**src/rtl/lpt_pkg.sv**
```systemverilog
package lpt_pkg;

  // lad field codes
  localparam logic [3:0] LAD_START = 4'h0;
  localparam logic [3:0] LAD_SYNC_READY = 4'h0;
  localparam logic [3:0] LAD_SYNC_SWAIT = 4'h5;
  localparam logic [3:0] LAD_SYNC_LWAIT = 4'h6;
  localparam logic [3:0] LAD_SYNC_ERR = 4'ha;
  localparam logic [3:0] LAD_TAR = 4'hf;

  // cycle type nibble, bits [3:2] type, bit 1 direction
  localparam logic [1:0] CYC_IO = 2'h0;
  localparam logic [1:0] CYC_MEM = 2'h1;
  localparam int CYC_DIR_BIT = 1;

  // nibble counts, as last index
  localparam logic [2:0] IO_ADDR_LAST = 3'h3;
  localparam logic [2:0] MEM_ADDR_LAST = 3'h7;
  localparam logic [2:0] DATA_LAST = 3'h1;
  localparam logic [2:0] TAR_LAST = 3'h1;

  // wait sync limits
  localparam logic [3:0] WAIT_MIN = 4'h2;
  localparam logic [3:0] WAIT_MAX = 4'h8;
  localparam logic [7:0] RDATA_TIMEOUT = 8'hff;

  // clock restart handshake, in lclk rising edges
  localparam logic [1:0] CK_HOLD_EDGES = 2'h2;
  localparam logic [1:0] CK_IDLE_CLOCKS = 2'h2;

  typedef enum logic [3:0] {
    LPT_IDLE,
    LPT_CYC,
    LPT_ADDR,
    LPT_WDATA,
    LPT_TAR_H,
    LPT_SYNC,
    LPT_RDATA,
    LPT_TAR_D,
    LPT_SKIP
  } lpt_state_t;

endpackage : lpt_pkg

```
**src/rtl/lpt_sync.sv**
```systemverilog
`timescale 1ns/10ps
`default_nettype none

module lpt_sync #(
  parameter int W = 1
) (
  // clock and reset
  input wire logic clock_i,
  input wire logic rst_i,
  // levels
  input wire logic [W-1:0] d_i,
  output logic [W-1:0] q_o
);

  logic [W-1:0] meta_r;
  logic [W-1:0] q_r;

  // first stage feeds the second stage only
  always_ff @(posedge clock_i)
  begin
    if (rst_i)
    begin
      meta_r <= '0;
      q_r <= '0;
    end
    else
    begin
      meta_r <= d_i;
      q_r <= meta_r;
    end
  end

  assign q_o = q_r;

endmodule : lpt_sync

`default_nettype wire

```
**src/rtl/lpt_target.sv**
```systemverilog
// What this block does
// - accept host i/o cycles to reach the i/o mapped registers
// - accept host memory cycles to reach memory mapped registers and ram
// - only single byte i/o and memory reads and writes; ignore other cycles
// - at least two wait syncs before the ready sync
// - more wait syncs while the internal access has not completed
// - every wait sync is long wait, never short wait
// - a transaction ends within eight wait states
// - the error sync code is never driven
// - keep working when power-down toggles without a bus reset
// - power-down resets only the bus interface, not the rest
// - lad, serial irq and clock-run float during any reset or power-down
// - enable setting 0 disables serial irq and clock-run driving
// - enable setting 1 enables serial irq and clock-run restart
// - clock-run is open drain; high means clock stopped, low running
// - irq change or rising dma request while clock-run high drives clock-run low
// - hold clock-run low for two rising lclk edges, then release
// - never start driving clock-run while the clock generator holds it low
// - drive clock-run only after two deasserted clocks before the stop
// - change is any edge on any irq, seen without lclk
// - keep restarting the clock until the change is delivered
// - claim only i/o and memory cycles for own devices, leave others unanswered
`timescale 1ns/10ps
`default_nettype none

module lpt_target
  import lpt_pkg::*;
#(
  parameter int N_IRQ = 16
) (
  // clock and reset
  input wire logic clock_i,
  input wire logic rst_i,
  // lpc pins
  input wire logic lclk_i,
  input wire logic lframe_n_i,
  input wire logic lreset_n_i,
  input wire logic lpcpd_n_i,
  input wire logic [3:0] lad_i,
  output logic [3:0] lad_o,
  output logic lad_oe_o,
  input wire logic clkrun_n_i,
  output logic clkrun_n_o,
  output logic clkrun_n_oe_o,
  output logic serirq_o,
  output logic serirq_oe_o,
  // chip side control
  input wire logic main_rail_rst_n_i,
  input wire logic serial_irq_enable_setting_i,
  input wire logic [N_IRQ-1:0] irq_i,
  input wire logic drq_i,
  input wire logic irq_delivered_i,
  input wire logic serirq_drive_i,
  input wire logic serirq_value_i,
  // internal register access
  output logic req_valid_o,
  output logic req_write_o,
  output logic req_mem_o,
  output logic [31:0] req_addr_o,
  output logic [7:0] req_wdata_o,
  input wire logic claim_i,
  input wire logic rsp_done_i,
  input wire logic [7:0] rsp_rdata_i
);

  typedef struct packed {
    lpt_state_t st;
    logic [2:0] cnt;
    logic mem;
    logic wr;
    logic [31:0] addr;
    logic [7:0] wdata;
    logic [7:0] rdata;
    logic [3:0] waits;
    logic req_valid;
    logic done;
    logic [3:0] lad;
    logic lad_oe;
    logic lclk_d;
    logic bus_rst;
    logic [N_IRQ-1:0] irq_d;
    logic drq_d;
    logic pending;
    logic ck_drive;
    logic [1:0] ck_edges;
    logic [1:0] ck_hi;
    logic sq_val;
    logic sq_oe;
  } lpt_regs_t;

  function automatic logic cyc_supported(input logic [3:0] nib);
    cyc_supported = (nib[3:2] == CYC_IO) || (nib[3:2] == CYC_MEM);
  endfunction : cyc_supported

  function automatic logic [2:0] addr_last(input logic mem);
    addr_last = mem ? MEM_ADDR_LAST : IO_ADDR_LAST;
  endfunction : addr_last

  lpt_regs_t r_r;
  lpt_regs_t r_nxt;

  logic lclk_s;
  logic lframe_n_s;
  logic lreset_n_s;
  logic lpcpd_n_s;
  logic clkrun_n_s;
  logic rail_n_s;
  logic [3:0] lad_s;
  logic lclk_rise;
  logic lclk_fall;
  logic bus_rst_now;
  logic sirq_en;
  logic change;

  // every pin level crosses two flops before use
  lpt_sync #(
    .W(10)
  ) u_sync (
    .clock_i(clock_i),
    .rst_i(rst_i),
    .d_i({lclk_i, lframe_n_i, lreset_n_i, lpcpd_n_i, clkrun_n_i, main_rail_rst_n_i, lad_i}),
    .q_o({lclk_s, lframe_n_s, lreset_n_s, lpcpd_n_s, clkrun_n_s, rail_n_s, lad_s})
  );

  // host drives lad on the rising edge, so the falling edge sees it stable
  assign lclk_rise = lclk_s & ~r_r.lclk_d;
  assign lclk_fall = ~lclk_s & r_r.lclk_d;
  // power-down is only a local power-good for the bus side
  assign bus_rst_now = ~lreset_n_s | ~lpcpd_n_s | ~rail_n_s;
  assign sirq_en = serial_irq_enable_setting_i;
  // irq lines are compared on clock_i, never on lclk
  assign change = (irq_i != r_r.irq_d) | (drq_i & ~r_r.drq_d);

  always_comb
  begin
    r_nxt = r_r;
    r_nxt.lclk_d = lclk_s;
    r_nxt.bus_rst = bus_rst_now;
    r_nxt.irq_d = irq_i;
    r_nxt.drq_d = drq_i;

    if (r_r.req_valid && rsp_done_i)
    begin
      r_nxt.req_valid = 1'b0;
      r_nxt.done = 1'b1;
      r_nxt.rdata = rsp_rdata_i;
    end

    if (lclk_fall)
    begin
      if (!lframe_n_s)
      begin
        // a frame start aborts whatever ran before
        r_nxt.lad_oe = 1'b0;
        r_nxt.req_valid = 1'b0;
        r_nxt.done = 1'b0;
        r_nxt.st = (lad_s == LAD_START) ? LPT_CYC : LPT_IDLE;
      end
      else
      begin
        case (r_r.st)
          LPT_CYC:
          begin
            if (cyc_supported(lad_s))
            begin
              r_nxt.mem = (lad_s[3:2] == CYC_MEM);
              r_nxt.wr = lad_s[CYC_DIR_BIT];
              r_nxt.cnt = '0;
              r_nxt.addr = '0;
              r_nxt.st = LPT_ADDR;
            end
            else
            begin
              r_nxt.st = LPT_SKIP;
            end
          end
          LPT_ADDR:
          begin
            r_nxt.addr = {r_r.addr[27:0], lad_s};
            r_nxt.cnt = r_r.cnt + 3'h1;
            if (r_r.cnt == addr_last(r_r.mem))
            begin
              r_nxt.cnt = '0;
              r_nxt.st = r_r.wr ? LPT_WDATA : LPT_TAR_H;
            end
          end
          LPT_WDATA:
          begin
            if (r_r.cnt == '0)
            begin
              r_nxt.wdata[3:0] = lad_s;
            end
            else
            begin
              r_nxt.wdata[7:4] = lad_s;
            end
            r_nxt.cnt = r_r.cnt + 3'h1;
            if (r_r.cnt == DATA_LAST)
            begin
              r_nxt.cnt = '0;
              r_nxt.st = LPT_TAR_H;
            end
          end
          LPT_TAR_H:
          begin
            r_nxt.cnt = r_r.cnt + 3'h1;
            if (r_r.cnt == TAR_LAST)
            begin
              r_nxt.cnt = '0;
              if (claim_i)
              begin
                r_nxt.st = LPT_SYNC;
                r_nxt.lad = LAD_SYNC_LWAIT;
                r_nxt.lad_oe = 1'b1;
                r_nxt.waits = 4'h1;
                r_nxt.req_valid = 1'b1;
                r_nxt.done = 1'b0;
              end
              else
              begin
                r_nxt.st = LPT_SKIP;
              end
            end
          end
          LPT_SYNC:
          begin
            if (r_r.waits >= WAIT_MIN && (r_r.done || r_r.waits >= WAIT_MAX))
            begin
              // no error sync exists here: a stuck access reads all ones
              if (!r_r.done)
              begin
                r_nxt.req_valid = 1'b0;
                r_nxt.rdata = RDATA_TIMEOUT;
              end
              r_nxt.done = 1'b0;
              r_nxt.lad = LAD_SYNC_READY;
              r_nxt.st = r_r.wr ? LPT_TAR_D : LPT_RDATA;
            end
            else
            begin
              r_nxt.lad = LAD_SYNC_LWAIT;
              r_nxt.waits = r_r.waits + 4'h1;
            end
          end
          LPT_RDATA:
          begin
            r_nxt.lad = (r_r.cnt == '0) ? r_r.rdata[3:0] : r_r.rdata[7:4];
            r_nxt.cnt = r_r.cnt + 3'h1;
            if (r_r.cnt == DATA_LAST)
            begin
              r_nxt.cnt = '0;
              r_nxt.st = LPT_TAR_D;
            end
          end
          LPT_TAR_D:
          begin
            r_nxt.cnt = r_r.cnt + 3'h1;
            r_nxt.lad = LAD_TAR;
            if (r_r.cnt == TAR_LAST)
            begin
              r_nxt.cnt = '0;
              r_nxt.lad_oe = 1'b0;
              r_nxt.st = LPT_IDLE;
            end
          end
          default:
          begin
          end
        endcase
      end
    end

    // pending change survives bus resets; the new event beats the clear
    if (irq_delivered_i)
    begin
      r_nxt.pending = 1'b0;
    end
    if (change)
    begin
      r_nxt.pending = 1'b1;
    end

    if (lclk_rise)
    begin
      // pin high means the clock is stopped or stopping
      if (clkrun_n_s)
      begin
        r_nxt.ck_hi = (r_r.ck_hi == CK_IDLE_CLOCKS) ? r_r.ck_hi : r_r.ck_hi + 2'h1;
      end
      else
      begin
        r_nxt.ck_hi = '0;
      end
    end

    if (r_r.ck_drive)
    begin
      if (lclk_rise)
      begin
        r_nxt.ck_edges = r_r.ck_edges + 2'h1;
        if (r_r.ck_edges == CK_HOLD_EDGES - 2'h1)
        begin
          r_nxt.ck_drive = 1'b0;
          r_nxt.ck_edges = '0;
        end
      end
    end
    else if (r_r.pending && sirq_en && clkrun_n_s && r_r.ck_hi == CK_IDLE_CLOCKS)
    begin
      r_nxt.ck_drive = 1'b1;
      r_nxt.ck_edges = '0;
    end

    r_nxt.sq_val = serirq_value_i;
    r_nxt.sq_oe = serirq_drive_i & sirq_en;

    if (!sirq_en)
    begin
      r_nxt.ck_drive = 1'b0;
    end
    if (bus_rst_now)
    begin
      // only bus side state; the pending change is kept
      r_nxt.st = LPT_IDLE;
      r_nxt.lad_oe = 1'b0;
      r_nxt.req_valid = 1'b0;
      r_nxt.done = 1'b0;
      r_nxt.ck_drive = 1'b0;
      r_nxt.ck_edges = '0;
      r_nxt.sq_oe = 1'b0;
    end
  end

  always_ff @(posedge clock_i)
  begin
    if (rst_i)
    begin
      r_r <= '0;
    end
    else
    begin
      r_r <= r_nxt;
    end
  end

  assign lad_o = r_r.lad;
  assign lad_oe_o = r_r.lad_oe;
  assign clkrun_n_o = 1'b0;
  assign clkrun_n_oe_o = r_r.ck_drive;
  assign serirq_o = r_r.sq_val;
  assign serirq_oe_o = r_r.sq_oe;
  assign req_valid_o = r_r.req_valid;
  assign req_write_o = r_r.wr;
  assign req_mem_o = r_r.mem;
  assign req_addr_o = r_r.addr;
  assign req_wdata_o = r_r.wdata;
endmodule : lpt_target

`default_nettype wire

```
**config.mk**
```make
export PLATFORM = sky130hd
export DESIGN_NAME = lpt_target
export DESIGN_NICKNAME = d
export VERILOG_FILES = /design/src/rtl/lpt_pkg.sv /design/src/rtl/lpt_sync.sv /design/src/rtl/lpt_target.sv
export SDC_FILE = /design/constraint.sdc
export NUM_CORES = 1
export LEC_CHECK = 0
export BUFFER_PORTS_ARGS = -buffer_cell sky130_fd_sc_hd__clkbuf_2
export CAP_MARGIN = 10
export CORE_UTILIZATION = 50
export DETAILED_ROUTE_END_ITERATION = 6
export PLACE_DENSITY = 0.82
export SYNTH_ARGS = -nofsm -noshare
export SYNTH_HDL_FRONTEND = slang
export SYNTH_SLANG_ARGS = --single-unit
```
**constraint.sdc**
```tcl
create_clock -name clock_i -period 3.25 [get_ports clock_i]
set_input_delay 0.1625 -clock clock_i [delete_from_list [all_inputs] [get_ports clock_i]]
set_output_delay 0.1625 -clock clock_i [all_outputs]
set_load 0.02 [all_outputs]
```
==> impl_metrics.prom, run 1 <==
# TYPE chip_impl_metric gauge
chip_impl_info{name="outcome",value="finished clean"} 1
chip_impl_metric{name="insertion_delay",unit="ns"} 0.51
chip_impl_metric{name="postSynthCellCount",unit=""} 539
chip_impl_info{name="mostFrequentLayoutCells",value="114 x dfxtp_1, 92 x clkbuf_2, 67 x nor2_1"} 1
chip_impl_metric{name="chipWidth",unit="um"} 102
chip_impl_metric{name="placedInstanceArea",unit="sq um"} 5180
chip_impl_metric{name="fin_nets",unit=""} 672
chip_impl_metric{name="setup_slack",unit="ns"} 0.852
chip_impl_metric{name="final.fill_count",unit=""} 749
chip_impl_metric{name="die_height",unit="um"} 102
chip_impl_metric{name="via_count",unit=""} 4110
chip_impl_metric{name="dpl.cell_count",unit=""} 696
chip_impl_metric{name="hold-worst-slack",unit="ns"} 0.105
chip_impl_metric{name="grt_pass1_vias",unit=""} 3932
chip_impl_metric{name="ctsHtreeMaxLevel",unit=""} 4
chip_impl_metric{name="maxCapViolCount",unit=""} 0
chip_impl_metric{name="drt.antenna.violating_nets",unit=""} 0
chip_impl_metric{name="clk_transition_reported_paths",unit="ns"} 0.06
chip_impl_metric{name="power_frac_clock",unit="%"} 53.6
chip_impl_metric{name="avgSynthCellArea",unit="sq um"} 9.22
chip_impl_metric{name="postCtsResizedCells",unit=""} 0
chip_impl_metric{name="syn-num-nets",unit=""} 589
chip_impl_metric{name="final_area",unit="sq um"} 6170
chip_impl_metric{name="routed_wl",unit="um"} 11800
chip_impl_metric{name="ys_warn_count",unit=""} 0
chip_impl_metric{name="num_antenna_cells",unit=""} 0
chip_impl_info{name="tritoncts_clock_tree",value="done"} 1
chip_impl_metric{name="finalCoreUtilization",unit="%"} 63.7
chip_impl_metric{name="number_of_antenna_violations_at_the_first_check_in_global_routing",unit=""} 0
chip_impl_metric{name="number_of_synthesized_flops_with_an_enable_pin",unit=""} 0
chip_impl_metric{name="maximum_number_of_pins_on_one_net_before_global_route_repair",unit=""} 62
chip_impl_metric{name="detailed_place_hpwl",unit="um"} 7390
chip_impl_metric{name="first_pass_iters",unit=""} 5
chip_impl_metric{name="power.switching_fraction",unit="%"} 21.1
chip_impl_metric{name="synth_area",unit="sq um"} 4970
chip_impl_metric{name="core_area",unit="sq um"} 9680
chip_impl_metric{name="drt-vias-per-instance",unit=""} 5.36
chip_impl_metric{name="dp_slack",unit="ns"} 0.906
chip_impl_info{name="yosys_most_used_dff",value="dfxtp_1"} 1
chip_impl_metric{name="floorplan.rows",unit=""} 36
chip_impl_info{name="worst_setup_path_start_kind",value="flop"} 1
chip_impl_metric{name="period_minus_slack",unit="ns"} 2.40
chip_impl_metric{name="internal_power",unit="mW"} 2.69
chip_impl_metric{name="ctsLongestPathBuffers",unit=""} 2
chip_impl_metric{name="detail_route.iter0.violations",unit=""} 252
chip_impl_metric{name="cts.sinks",unit=""} 114
chip_impl_metric{name="layout-drive-gt1-share",unit="%"} 22.4
chip_impl_metric{name="wl_per_cell",unit="um"} 15.3
chip_impl_metric{name="die-area",unit="sq um"} 10300
chip_impl_metric{name="global_route.overflow_total",unit=""} 0
chip_impl_metric{name="min_period_over_period",unit="%"} 73.8
chip_impl_metric{name="synth_sequential_area_ratio",unit="%"} 45.9
chip_impl_metric{name="ys_types",unit=""} 62
chip_impl_metric{name="cts_made_buffers",unit=""} 17
chip_impl_metric{name="synthArstFlopShare",unit="%"} 0
chip_impl_info{name="rsz0062_at_grt",value="no"} 1
chip_impl_metric{name="grtUsageTotal",unit="%"} 23.4
chip_impl_metric{name="path_max_fanout",unit=""} 32
chip_impl_metric{name="timing.final.max_slew_violations",unit=""} 0
chip_impl_metric{name="pwr_dens",unit="nW/um^2"} 552
chip_impl_metric{name="gpl.final_weighted_congestion",unit=""} 0.922
chip_impl_metric{name="arrival",unit="ns"} 2.82
chip_impl_metric{name="finalHoldViolCount",unit=""} 0
chip_impl_metric{name="post_layout_total_power",unit="mW"} 3.41
chip_impl_info{name="worstSetupEndpointType",value="flop"} 1
chip_impl_metric{name="max-slew-margin-rel",unit="%"} 19.0
chip_impl_metric{name="total_leakage_power",unit="nW"} 2.47
chip_impl_metric{name="areaGrowthSynthToFinish",unit="%"} 24.2
chip_impl_info{name="layout.cells.most_common",value="dfxtp_1"} 1
chip_impl_metric{name="vdd_ir_drop_max",unit="mV"} 0.403
chip_impl_metric{name="detail_route.drc_violations",unit=""} 0
chip_impl_metric{name="initial_standard_cell_utilization_of_the_core",unit="%"} 51.3
chip_impl_metric{name="tightest_slew",unit="ns"} 1.21
chip_impl_metric{name="count_of_state_elements_after_synthesis",unit=""} 114
chip_impl_metric{name="timing.fmax",unit="MHz"} 417
chip_impl_metric{name="critPathRequiredTime",unit="ns"} 3.68
chip_impl_metric{name="share_seq_of_total_power",unit="%"} 42.2
chip_impl_info{name="clockRootBuffer",value="clkbuf_8"} 1
chip_impl_info{name="worst-setup-path-type",value="flop to flop"} 1
chip_impl_metric{name="tns",unit="ns"} 0
chip_impl_info{name="hold_path_class",value="primary input to flop"} 1
chip_impl_metric{name="sw_pwr",unit="uW"} 720
chip_impl_metric{name="share_comb_of_total_power",unit="%"} 4.3
chip_impl_metric{name="design.portCount",unit=""} 95
chip_impl_metric{name="setup_viol_count_final",unit=""} 0
chip_impl_metric{name="grt_pass1_wl",unit="um"} 18600
chip_impl_metric{name="finClkSkew",unit="ns"} 0.00929
chip_impl_metric{name="finish.cell_count_without_fillers",unit=""} 767
chip_impl_metric{name="io_buffers",unit=""} 93
==> synth_stat cells (9+ instances only) <==
master	instances	area, sq um
o21ai_0	9	45.0
nor2_1	68	255
nand2_1	35	131
a21oi_1	15	75.1
nor2b_1	45	282
inv_1	13	48.8
a22oi_1	35	263
clkbuf_1	20	75.1
buf_4	46	345
mux2i_1	21	210
dfxtp_1	114	2280
xnor2_1	17	149
==> area by class of cell <==
type                       instances  area [sq um]  area share [%]
clock buffer                      18           428            6.93
clock inverter                    13           160            2.59
inverter                          13          48.8           0.791
multi-input combinational        340          2200            35.6
sequential                       114          2280            37.0
tap                              133           166            2.70
timing repair buffer             136           888            14.4
==> logic make-up (layout without fill, tap and decap cells) <==
family / Yosys count / count (layout) / synth area share, %
AO/OA/AOI/OAI: 100 / 100 / 14.4
buffers and inverters: 85 / 180 / 9.99
multiplexers: 22 / 22 / 4.46
adder cells (fa/ha/maj): 7 / 7 / 1.76
other: 1 / 1 / 0.0754
XOR/XNOR: 17 / 17 / 3.00
flip-flops: 114 / 114 / 45.9
AND/OR/NAND/NOR: 193 / 193 / 20.4
==> metal layers <==
| layer | up-vias | share of wire [%] | GRT usage (%) |
|---|---|---|---|
| met2 | 153 | 53 | 42.0 |
| met5 | - | 0 | 0 |
| met4 | 0 | 2.3 | 9.92 |
| li1 | 1989 | - | - |
| met3 | 25 | 4.8 | 5.94 |
| met1 | 1943 | 40 | 26.2 |
==> worst paths after layout <==
check | end | slack, ns | start | depth (start not counted)
setup / recovery | req_addr_o[24]$_SDFFE_PP0P_ | 0.85 | r_r[92]$_SDFFE_PP0P_ | 5
hold / removal | r_r[94]$_SDFFE_PP0P_ | 0.11 | claim_i | 4
setup reg to reg | req_addr_o[24]$_SDFFE_PP0P_ | 0.85 | r_r[92]$_SDFFE_PP0P_ | 5
hold reg to reg | r_r[5]$_SDFFE_PP0P_ | 0.43 | r_r[5]$_SDFFE_PP0P_ | 2
==> repair_timing <==
item,CTS,global route
setup buffers,0,0
hold buffers,40,0
hold endpoints to repair,40,0
==> power groups by stage <==
| stage | combinational, mW | sequential, mW | clock (mW) |
|---|---|---|---|
| 2_1_floorplan | 0.0646 | 1.46 | 0 |
| 3_3_place_gp | 0.0995 | 1.47 | 0 |
| 3_5_place_dp | 0.104 | 1.47 | 0 |
| 4_1_cts | 0.140 | 1.44 | 1.85 |
| 5_1_grt | 0.157 | 1.44 | 1.93 |
| 6_report | 0.146 | 1.44 | 1.83 |
==> flip-flops by register name (all words and copies together), names as in the netlist, 4 cells and up <==
register	count
req_addr_o	32
req_wdata_o	8
u_sync.meta_r	10
lad_o	4
r_r	43
u_sync.q_o	10
==> worst max-delay path, stage by stage, from the launching register on <==
cell and delay [ns]:
dfxtp_1 0.70, nand2b_1 0.25, nor2_1 0.07, o21bai_2 0.93, a22oi_1 0.18, nor2_1 0.18
Note: power is estimated with default switching activity, not from simulation.
==> inputs of run 2 (changes only) <==
Clock period 3.25 ns to 2.5 ns, I/O delays scaled along.
==> run 2 against run 1 <==
Against the previous run:
- worst hold slack got worse by 0.086 ns
- sequential share of layout area decreased by 0.19 points
- setup slack got worse by 0.43 ns
- combinational power increased by 32%
- sequential cell count unchanged
- sequential power increased by 30%
- non-clock buffer count increased by 7
- register-to-register slack got worse by 0.43 ns
==> impl_metrics.prom, run 2 (synthesis results as in run 1) <==
# TYPE chip_impl_metric gauge
chip_impl_info{name="outcome",value="finished clean"} 1
chip_impl_metric{name="detailed_place_hpwl",unit="um"} 7320
chip_impl_metric{name="drt.antenna.violating_nets",unit=""} 0
chip_impl_metric{name="global_route.overflow_total",unit=""} 0
chip_impl_metric{name="via_count",unit=""} 4170
chip_impl_metric{name="insertion_delay",unit="ns"} 0.52
chip_impl_metric{name="clk_transition_reported_paths",unit="ns"} 0.06
chip_impl_metric{name="max-slew-margin-rel",unit="%"} 21.3
chip_impl_metric{name="total_leakage_power",unit="nW"} 2.48
chip_impl_metric{name="finClkSkew",unit="ns"} 0.00908
chip_impl_metric{name="initial_standard_cell_utilization_of_the_core",unit="%"} 51.3
chip_impl_info{name="endpoint_of_the_most_critical_register_to_register_path",value="r_r[37]$_SDFFE_PP0P_"} 1
chip_impl_metric{name="core_area",unit="sq um"} 9680
chip_impl_metric{name="period_minus_slack",unit="ns"} 2.08
chip_impl_info{name="timing.rr.start",value="r_r[34]$_SDFFE_PP0P_"} 1
chip_impl_metric{name="cts.sinks",unit=""} 114
chip_impl_metric{name="floorplan.rows",unit=""} 36
chip_impl_info{name="rsz0062_at_grt",value="no"} 1
chip_impl_metric{name="vdd_ir_drop_max",unit="mV"} 0.504
chip_impl_info{name="mostFrequentLayoutCells",value="114 x dfxtp_1, 92 x clkbuf_2, 67 x nor2_1"} 1
chip_impl_info{name="hold_path_class",value="primary input to flop"} 1
chip_impl_metric{name="detail_route.drc_violations",unit=""} 0
chip_impl_metric{name="die_height",unit="um"} 102
chip_impl_info{name="clockRootBuffer",value="clkbuf_8"} 1
chip_impl_metric{name="die-area",unit="sq um"} 10300
chip_impl_metric{name="io_buffers",unit=""} 93
chip_impl_metric{name="layout-drive-gt1-share",unit="%"} 23.4
chip_impl_metric{name="critPathRequiredTime",unit="ns"} 2.94
chip_impl_info{name="hold_start",value="claim_i"} 1
chip_impl_metric{name="arrival",unit="ns"} 2.51
chip_impl_metric{name="fin_nets",unit=""} 679
chip_impl_metric{name="chipWidth",unit="um"} 102
chip_impl_metric{name="maximum_number_of_pins_on_one_net_before_global_route_repair",unit=""} 62
chip_impl_metric{name="tns",unit="ns"} 0
chip_impl_metric{name="setup_viol_count_final",unit=""} 0
chip_impl_info{name="worst_setup_path_start_kind",value="flop"} 1
chip_impl_metric{name="grt_pass1_wl",unit="um"} 18700
chip_impl_metric{name="cts_setup_buffers",unit=""} 0
chip_impl_metric{name="wl_per_cell",unit="um"} 15.4
chip_impl_metric{name="reg2reg_depth",unit=""} 7
chip_impl_metric{name="final_area",unit="sq um"} 6200
chip_impl_metric{name="number_of_antenna_violations_at_the_first_check_in_global_routing",unit=""} 0
chip_impl_metric{name="design.portCount",unit=""} 95
chip_impl_metric{name="timing.final.max_slew_violations",unit=""} 0
chip_impl_metric{name="regToRegSetupSlack",unit="ns"} 0.42
chip_impl_metric{name="num_antenna_cells",unit=""} 0
chip_impl_metric{name="pwr_dens",unit="nW/um^2"} 698
chip_impl_metric{name="maxCapViolCount",unit=""} 0
chip_impl_metric{name="routed_wl",unit="um"} 11900
chip_impl_metric{name="placedInstanceArea",unit="sq um"} 5240
chip_impl_info{name="worstSetupEndpointType",value="flop"} 1
chip_impl_metric{name="finalHoldViolCount",unit=""} 0
chip_impl_metric{name="grt_pass1_vias",unit=""} 3970
chip_impl_metric{name="grtUsageTotal",unit="%"} 23.7
chip_impl_metric{name="path_max_fanout",unit=""} 7
chip_impl_metric{name="largest_reg_flops",unit=""} 43
chip_impl_metric{name="detail_route.iter0.violations",unit=""} 345
chip_impl_info{name="hold-path-endpoint",value="r_r[94]$_SDFFE_PP0P_"} 1
chip_impl_info{name="max_flop_register",value="r_r"} 1
chip_impl_metric{name="ctsHtreeMaxLevel",unit=""} 4
chip_impl_metric{name="cts_made_buffers",unit=""} 17
chip_impl_info{name="tritoncts_clock_tree",value="done"} 1
chip_impl_metric{name="tightest_slew",unit="ns"} 1.18
chip_impl_metric{name="areaGrowthSynthToFinish",unit="%"} 24.8
chip_impl_metric{name="gpl.final_weighted_congestion",unit=""} 0.891
chip_impl_metric{name="final.fill_count",unit=""} 752
chip_impl_metric{name="min_period_over_period",unit="%"} 83.0
chip_impl_metric{name="ctsLongestPathBuffers",unit=""} 2
chip_impl_info{name="worst-setup-path-type",value="flop to flop"} 1
chip_impl_info{name="layout.cells.most_common",value="dfxtp_1"} 1
chip_impl_metric{name="timing.fmax",unit="MHz"} 482
chip_impl_metric{name="drt-vias-per-instance",unit=""} 5.38
chip_impl_metric{name="first_pass_iters",unit=""} 6
chip_impl_metric{name="timing.hold.worst_path_depth",unit=""} 4
-- run 2: cell types whose count changed in the layout (fill, tap and decap cells not counted) --
| cell | before | now |
|---|---|---|
| bufinv_16 | 3 | 1 |
| clkbuf_8 | 2 | 3 |
| clkinv_4 | 2 | 4 |
| clkinvlp_4 | 2 | 4 |
| inv_6 | 2 | 3 |
| buf_4 | 3 | 10 |
| clkinv_2 | 4 | 1 |
-- run 2: area by class of cell --
class                      count  area (sq um)  area share, %
timing repair buffer         143           941           15.2
multi-input combinational    340          2200           35.4
clock buffer                  19           442           7.12
sequential                   114          2280           36.8
clock inverter                13           126           2.04
tap                          133           166           2.68
inverter                      13          48.8          0.786
-- run 2: worst max-delay path by stage --
| stage | start | end |
|---|---|---|
| 2_1_floorplan | r_r[34]$_SDFFE_PP0P_ | r_r[37]$_SDFFE_PP0P_ |
| 3_3_place_gp | r_r[93]$_SDFFE_PP0P_ | r_r[91]$_SDFFE_PP0P_ |
| 3_5_place_dp | r_r[34]$_SDFFE_PP0P_ | r_r[37]$_SDFFE_PP0P_ |
| 4_1_cts | r_r[34]$_SDFFE_PP0P_ | r_r[37]$_SDFFE_PP0P_ |
| 5_1_grt | r_r[34]$_SDFFE_PP0P_ | r_r[37]$_SDFFE_PP0P_ |
| 6_report | r_r[34]$_SDFFE_PP0P_ | r_r[37]$_SDFFE_PP0P_ |
-- run 2: report_power, final --
part	total, mW	internal [mW]	switching [mW]
Combinational	0.192	0.107	0.0845
Clock	2.27	1.38	0.888
Sequential	1.87	1.85	0.0182
Total	4.33	3.34	0.990
-- run 2: per-stage QoR --
| stage | power, mW | worst slack (ns) | util (%) | cells | hold slack (ns) |
|---|---|---|---|---|---|
| after floorplan | 1.98 | 0.613 | - | 539 | 0.253 |
| after global placement | 2.03 | 0.529 | 54.1 | 703 | 0.338 |
| after detailed placement | 2.04 | 0.482 | 54.1 | 703 | 0.345 |
| after CTS | 4.33 | 0.457 | 64.1 | 775 | 0.000514 |
| after global routing | 4.46 | 0.347 | 64.1 | 775 | 0.0596 |
| final | 4.33 | 0.424 | 64.1 | 775 | 0.0189 |
-- run 2: timing repair --
| action | 4_1_cts | 5_1_grt |
|---|---|---|
| hold buffers | 40 | 0 |
| endpoints found under the hold margin | 40 | 0 |
| gates resized for setup | 0 | 0 |
-- run 2: routing by layer --
| metal | wire length, um | vias to the layer above | part of all wire (%) | GRT usage, % |
|---|---|---|---|---|
| li1 | - | 1999 | - | - |
| met1 | 4890 | 1983 | 41 | 27.0 |
| met4 | 285 | 0 | 2.4 | 11.3 |
| met5 | 0 | - | 0 | 0 |
| met3 | 585 | 35 | 4.9 | 6.21 |
| met2 | 6180 | 153 | 52 | 41.3 |
-- run 2: critical path, cell delays in order, from the launching register on --
cell	delay, ns
dfxtp_1	0.40
inv_1	0.06
ha_1	0.18
or3_1	0.33
a211o_1	0.38
a21oi_4	0.26
nand4_1	0.16
a221oi_2	0.22
==> inputs of run 3 (changes only) <==
Settings changed: ABC_AREA from default to 1.
Clock period 2.5 ns to 2.1 ns, I/O delays scaled along.
==> run 3 against run 2 <==
Against the previous run:
- worst hold slack about the same
- core utilization down 0.17 points
- combinational power up 28%
- sequential power up 19%
- global-route usage up 0.52 points
- synthesized cell count up 27%
- sequential cell count unchanged
- wire length up 1.7%
- final area up 1.1%
- cell count up 19%
- maximum frequency up 15%
- critical endpoint is now req_addr_o[3]$_SDFFE_PP0P_
- largest cell class unchanged
- highest routed layer unchanged
==> impl_metrics.prom, run 3 <==
# TYPE chip_impl_metric gauge
chip_impl_metric{name="tightest_slew",unit="ns"} 0.856
chip_impl_info{name="yosys_most_used_dff",value="dfxtp_1"} 1
chip_impl_metric{name="grt_pass1_vias",unit=""} 4256
chip_impl_metric{name="max-slew-margin-rel",unit="%"} 43.0
chip_impl_metric{name="synth_simple_gate_area_share",unit="%"} 23.5
chip_impl_metric{name="ys_warn_count",unit=""} 0
chip_impl_metric{name="pwr_dens",unit="nW/um^2"} 841
chip_impl_metric{name="initial_standard_cell_utilization_of_the_core",unit="%"} 51.7
chip_impl_info{name="max_flop_register",value="r_r"} 1
chip_impl_metric{name="path_max_fanout",unit=""} 32
chip_impl_metric{name="first_pass_iters",unit=""} 5
chip_impl_metric{name="share_comb_of_total_power",unit="%"} 4.6
chip_impl_metric{name="synth_area",unit="sq um"} 5070
chip_impl_info{name="worst-setup-path-type",value="flop to flop"} 1
chip_impl_metric{name="postSynthCellCount",unit=""} 686
chip_impl_metric{name="post_layout_total_power",unit="mW"} 5.27
chip_impl_metric{name="core_area",unit="sq um"} 9820
chip_impl_metric{name="detail_route.iter0.violations",unit=""} 192
chip_impl_metric{name="drt-vias-per-instance",unit=""} 4.81
chip_impl_metric{name="finClkSkew",unit="ns"} 0.0107
chip_impl_info{name="series_of_cell_instances_along_the_critical_path",value="inv_1, nor2_4, nand2_2, nor2_8, buf_4, nand2_1, a21oi_1"} 1
chip_impl_metric{name="io_buffers",unit=""} 93
chip_impl_metric{name="gpl.final_weighted_congestion",unit=""} 0.955
chip_impl_metric{name="synthArstFlopShare",unit="%"} 0
chip_impl_metric{name="syn-num-nets",unit=""} 736
chip_impl_metric{name="grtUsageTotal",unit="%"} 24.2
chip_impl_metric{name="maxCapViolCount",unit=""} 0
chip_impl_metric{name="reg2reg_depth",unit=""} 7
chip_impl_info{name="tritoncts_clock_tree",value="done"} 1
chip_impl_info{name="clockRootBuffer",value="clkbuf_8"} 1
chip_impl_info{name="worst_setup_path_start_kind",value="flop"} 1
chip_impl_info{name="rsz0062_at_grt",value="no"} 1
chip_impl_info{name="outcome",value="finished clean"} 1
chip_impl_metric{name="layout-drive-gt1-share",unit="%"} 19.4
chip_impl_metric{name="cts_made_buffers",unit=""} 17
chip_impl_metric{name="cp_num_cells",unit=""} 7
chip_impl_info{name="layout.cells.most_common",value="nand2_1"} 1
chip_impl_metric{name="ctsLongestPathBuffers",unit=""} 2
chip_impl_metric{name="wl_per_cell",unit="um"} 13.2
chip_impl_metric{name="internal_power",unit="mW"} 4.06
chip_impl_metric{name="period_minus_slack",unit="ns"} 1.80
chip_impl_metric{name="number_of_antenna_violations_at_the_first_check_in_global_routing",unit=""} 0
chip_impl_metric{name="cts.sinks",unit=""} 114
chip_impl_metric{name="power.switching_fraction",unit="%"} 23.1
chip_impl_metric{name="clk_transition_reported_paths",unit="ns"} 0.06
chip_impl_metric{name="timing.fmax",unit="MHz"} 556
chip_impl_metric{name="postCtsResizedCells",unit=""} 0
chip_impl_metric{name="critPathRequiredTime",unit="ns"} 2.52
chip_impl_metric{name="number_of_synthesized_flops_with_an_enable_pin",unit=""} 0
chip_impl_metric{name="die_height",unit="um"} 103
chip_impl_info{name="mostFrequentLayoutCells",value="145 x nand2_1, 114 x dfxtp_1, 94 x nor2_1"} 1
chip_impl_metric{name="min_period_over_period",unit="%"} 85.6
chip_impl_metric{name="timing.final.max_slew_violations",unit=""} 0
chip_impl_info{name="synth_top_cells_by_count",value="145 x nand2_1, 114 x dfxtp_1, 94 x nor2_1, 78 x inv_1, 63 x a21oi_1"} 1
chip_impl_metric{name="grt_pass1_wl",unit="um"} 19600
chip_impl_metric{name="synth_sequential_area_ratio",unit="%"} 45.0
chip_impl_metric{name="largest_reg_flops",unit=""} 43
chip_impl_metric{name="global_route.overflow_total",unit=""} 0
chip_impl_metric{name="drt.antenna.violating_nets",unit=""} 0
chip_impl_metric{name="ctsHtreeMaxLevel",unit=""} 4
chip_impl_info{name="hold_path_class",value="primary input to flop"} 1
chip_impl_info{name="cp_top_family",value="simple AND/OR/NAND/NOR gates"} 1
chip_impl_metric{name="sw_pwr",unit="mW"} 1.22
chip_impl_metric{name="chipWidth",unit="um"} 103
chip_impl_metric{name="synth_compound_gate_area_share",unit="%"} 11.1
chip_impl_info{name="cpMaxStageDelayCell",value="dfxtp_1"} 1
chip_impl_metric{name="tns",unit="ns"} 0
chip_impl_info{name="main_combinational_cell_family_by_area_after_synthesis",value="simple AND/OR/NAND/NOR gates"} 1
chip_impl_metric{name="detail_route.drc_violations",unit=""} 0
chip_impl_metric{name="share_seq_of_total_power",unit="%"} 42.2
chip_impl_metric{name="total_leakage_power",unit="nW"} 2.87
chip_impl_metric{name="avgSynthCellArea",unit="sq um"} 7.40
chip_impl_metric{name="vdd_ir_drop_max",unit="mV"} 0.756
chip_impl_metric{name="maximum_number_of_pins_on_one_net_before_global_route_repair",unit=""} 89
chip_impl_metric{name="insertion_delay",unit="ns"} 0.50
chip_impl_metric{name="synth.area.mux_share",unit="%"} 0.592
chip_impl_metric{name="detailed_place_hpwl",unit="um"} 7310
chip_impl_metric{name="ys_types",unit=""} 36
chip_impl_metric{name="netlist.area_leader.share",unit="%"} 45.0
chip_impl_metric{name="routed_wl",unit="um"} 12100
chip_impl_metric{name="cts_setup_buffers",unit=""} 0
chip_impl_info{name="synth.most_common_cell",value="nand2_1"} 1
chip_impl_metric{name="power_frac_clock",unit="%"} 53.2
chip_impl_metric{name="design.portCount",unit=""} 95
chip_impl_metric{name="num_antenna_cells",unit=""} 0
chip_impl_metric{name="worst_path_largest_cell_delay",unit="ns"} 0.47
chip_impl_metric{name="synthXorXnorAreaFrac",unit="%"} 2.93
chip_impl_metric{name="floorplan.rows",unit=""} 36
chip_impl_info{name="yosys.area.top_type",value="dfxtp_1"} 1
chip_impl_metric{name="post_synth_fa_ha_maj_area_fraction",unit="%"} 1.73
chip_impl_metric{name="setup_viol_count_final",unit=""} 0
chip_impl_metric{name="timing.hold.worst_path_depth",unit=""} 3
chip_impl_metric{name="finalHoldViolCount",unit=""} 0
chip_impl_metric{name="fin_nets",unit=""} 826
chip_impl_info{name="yosys-top-cells-area",value="dfxtp_1 45%, nand2_1 11%, buf_4 7.1%, nor2_1 7.0%, a21oi_1 6.2%"} 1
chip_impl_metric{name="arrival",unit="ns"} 2.22
chip_impl_metric{name="count_of_state_elements_after_synthesis",unit=""} 114
chip_impl_metric{name="critPathBufInv",unit=""} 2
chip_impl_info{name="worstSetupEndpointType",value="flop"} 1
chip_impl_metric{name="areaGrowthSynthToFinish",unit="%"} 23.7
chip_impl_metric{name="die-area",unit="sq um"} 10600
chip_impl_metric{name="via_count",unit=""} 4439
## run 3: cell types whose count changed in the layout (fill, tap and decap cells not counted), sizes merged, moves of 5 or more
cell,previous run,this run
mux2i,21,3
o21ai,11,30
a21oi,16,63
a31oi,8,1
inv,16,93
nand2,35,149
nand3,5,23
or3,5,0
a22oi,35,0
buf,11,3
nor2,68,101
nor2b,45,0
## run 3: kinds of logic (layout without fill, tap and decap cells)
group                    Yosys count  count (layout)
AND/OR/NAND/NOR                  284             284
other                              1               1
flip-flops                       114             114
multiplexers                       3               3
AO/OA/AOI/OAI                    105             105
adder cells (fa/ha/maj)            7               7
buffers and inverters            155             258
XOR/XNOR                          17              17
## run 3: routing by layer
metal  vias to the layer above  share of wire [%]  GRT usage, %
met3                        15                6.7          7.39
li1                       2277                  -             -
met2                       146                 50          41.8
met4                         0                1.6          8.78
met1                      2001                 42          28.4
met5                         -                  0             0
## run 3: layout make-up
| type | instances | area [sq um] |
|---|---|---|
| Clock inverter | 14 | 154 |
| Multi-Input combinational cell | 417 | 2020 |
| Tap cell | 133 | 166 |
| Fill cell | 872 | 3540 |
| Sequential cell | 114 | 2280 |
| Timing Repair Buffer | 135 | 878 |
| Clock buffer | 18 | 428 |
| Inverter | 91 | 342 |
## run 3: final timing paths
| check | startpoint | to | slack [ns] |
|---|---|---|---|
| setup / recovery | u_sync.q_o[8]$_SDFF_PP0_ | req_addr_o[3]$_SDFFE_PP0P_ | 0.30 |
| hold / removal | rsp_rdata_i[6] | r_r[44]$_SDFF_PP0_ | 0.02 |
| setup reg to reg | u_sync.q_o[8]$_SDFF_PP0_ | req_addr_o[3]$_SDFFE_PP0P_ | 0.30 |
| hold reg to reg | u_sync.meta_r[3]$_SDFF_PP0_ | u_sync.q_o[3]$_SDFF_PP0_ | 0.40 |
## run 3: power groups by stage
stage          Combinational [mW]  Sequential (mW)  Clock, mW
6_report                    0.245             2.22       2.80
5_1_grt                     0.269             2.23       2.95
4_1_cts                     0.234             2.22       2.81
3_5_place_dp                0.175             2.27          0
3_3_place_gp                0.171             2.27          0
2_1_floorplan               0.109             2.26          0
## run 3: stage by stage
step | area, sq um | worst slack [ns] | instances | util (%) | hold slack (ns)
global placement | 5300 | 0.336 | 851 | 54.0 | 0.299
CTS | 6270 | 0.313 | 922 | 63.9 | 0.0133
finish | 6270 | 0.302 | 922 | 63.9 | 0.0189
floorplan | 5070 | 0.677 | 686 | - | 0.212
detailed placement | 5300 | 0.325 | 851 | 54.0 | 0.301
global route | 6270 | 0.0999 | 922 | 63.9 | 0.0000187
## run 3: worst min-delay path: cells and delay by family
| kind | cells | cell delay, ns |
|---|---|---|
| buf+inv | 1 | 0.08 |
| compound gates | 2 | 0.29 |
## run 3: repair_timing
action / in CTS / in global routing
hold buffers: 39 / 0
endpoints found under the setup margin: 0 / 0
endpoints found under the hold margin: 38 / 0
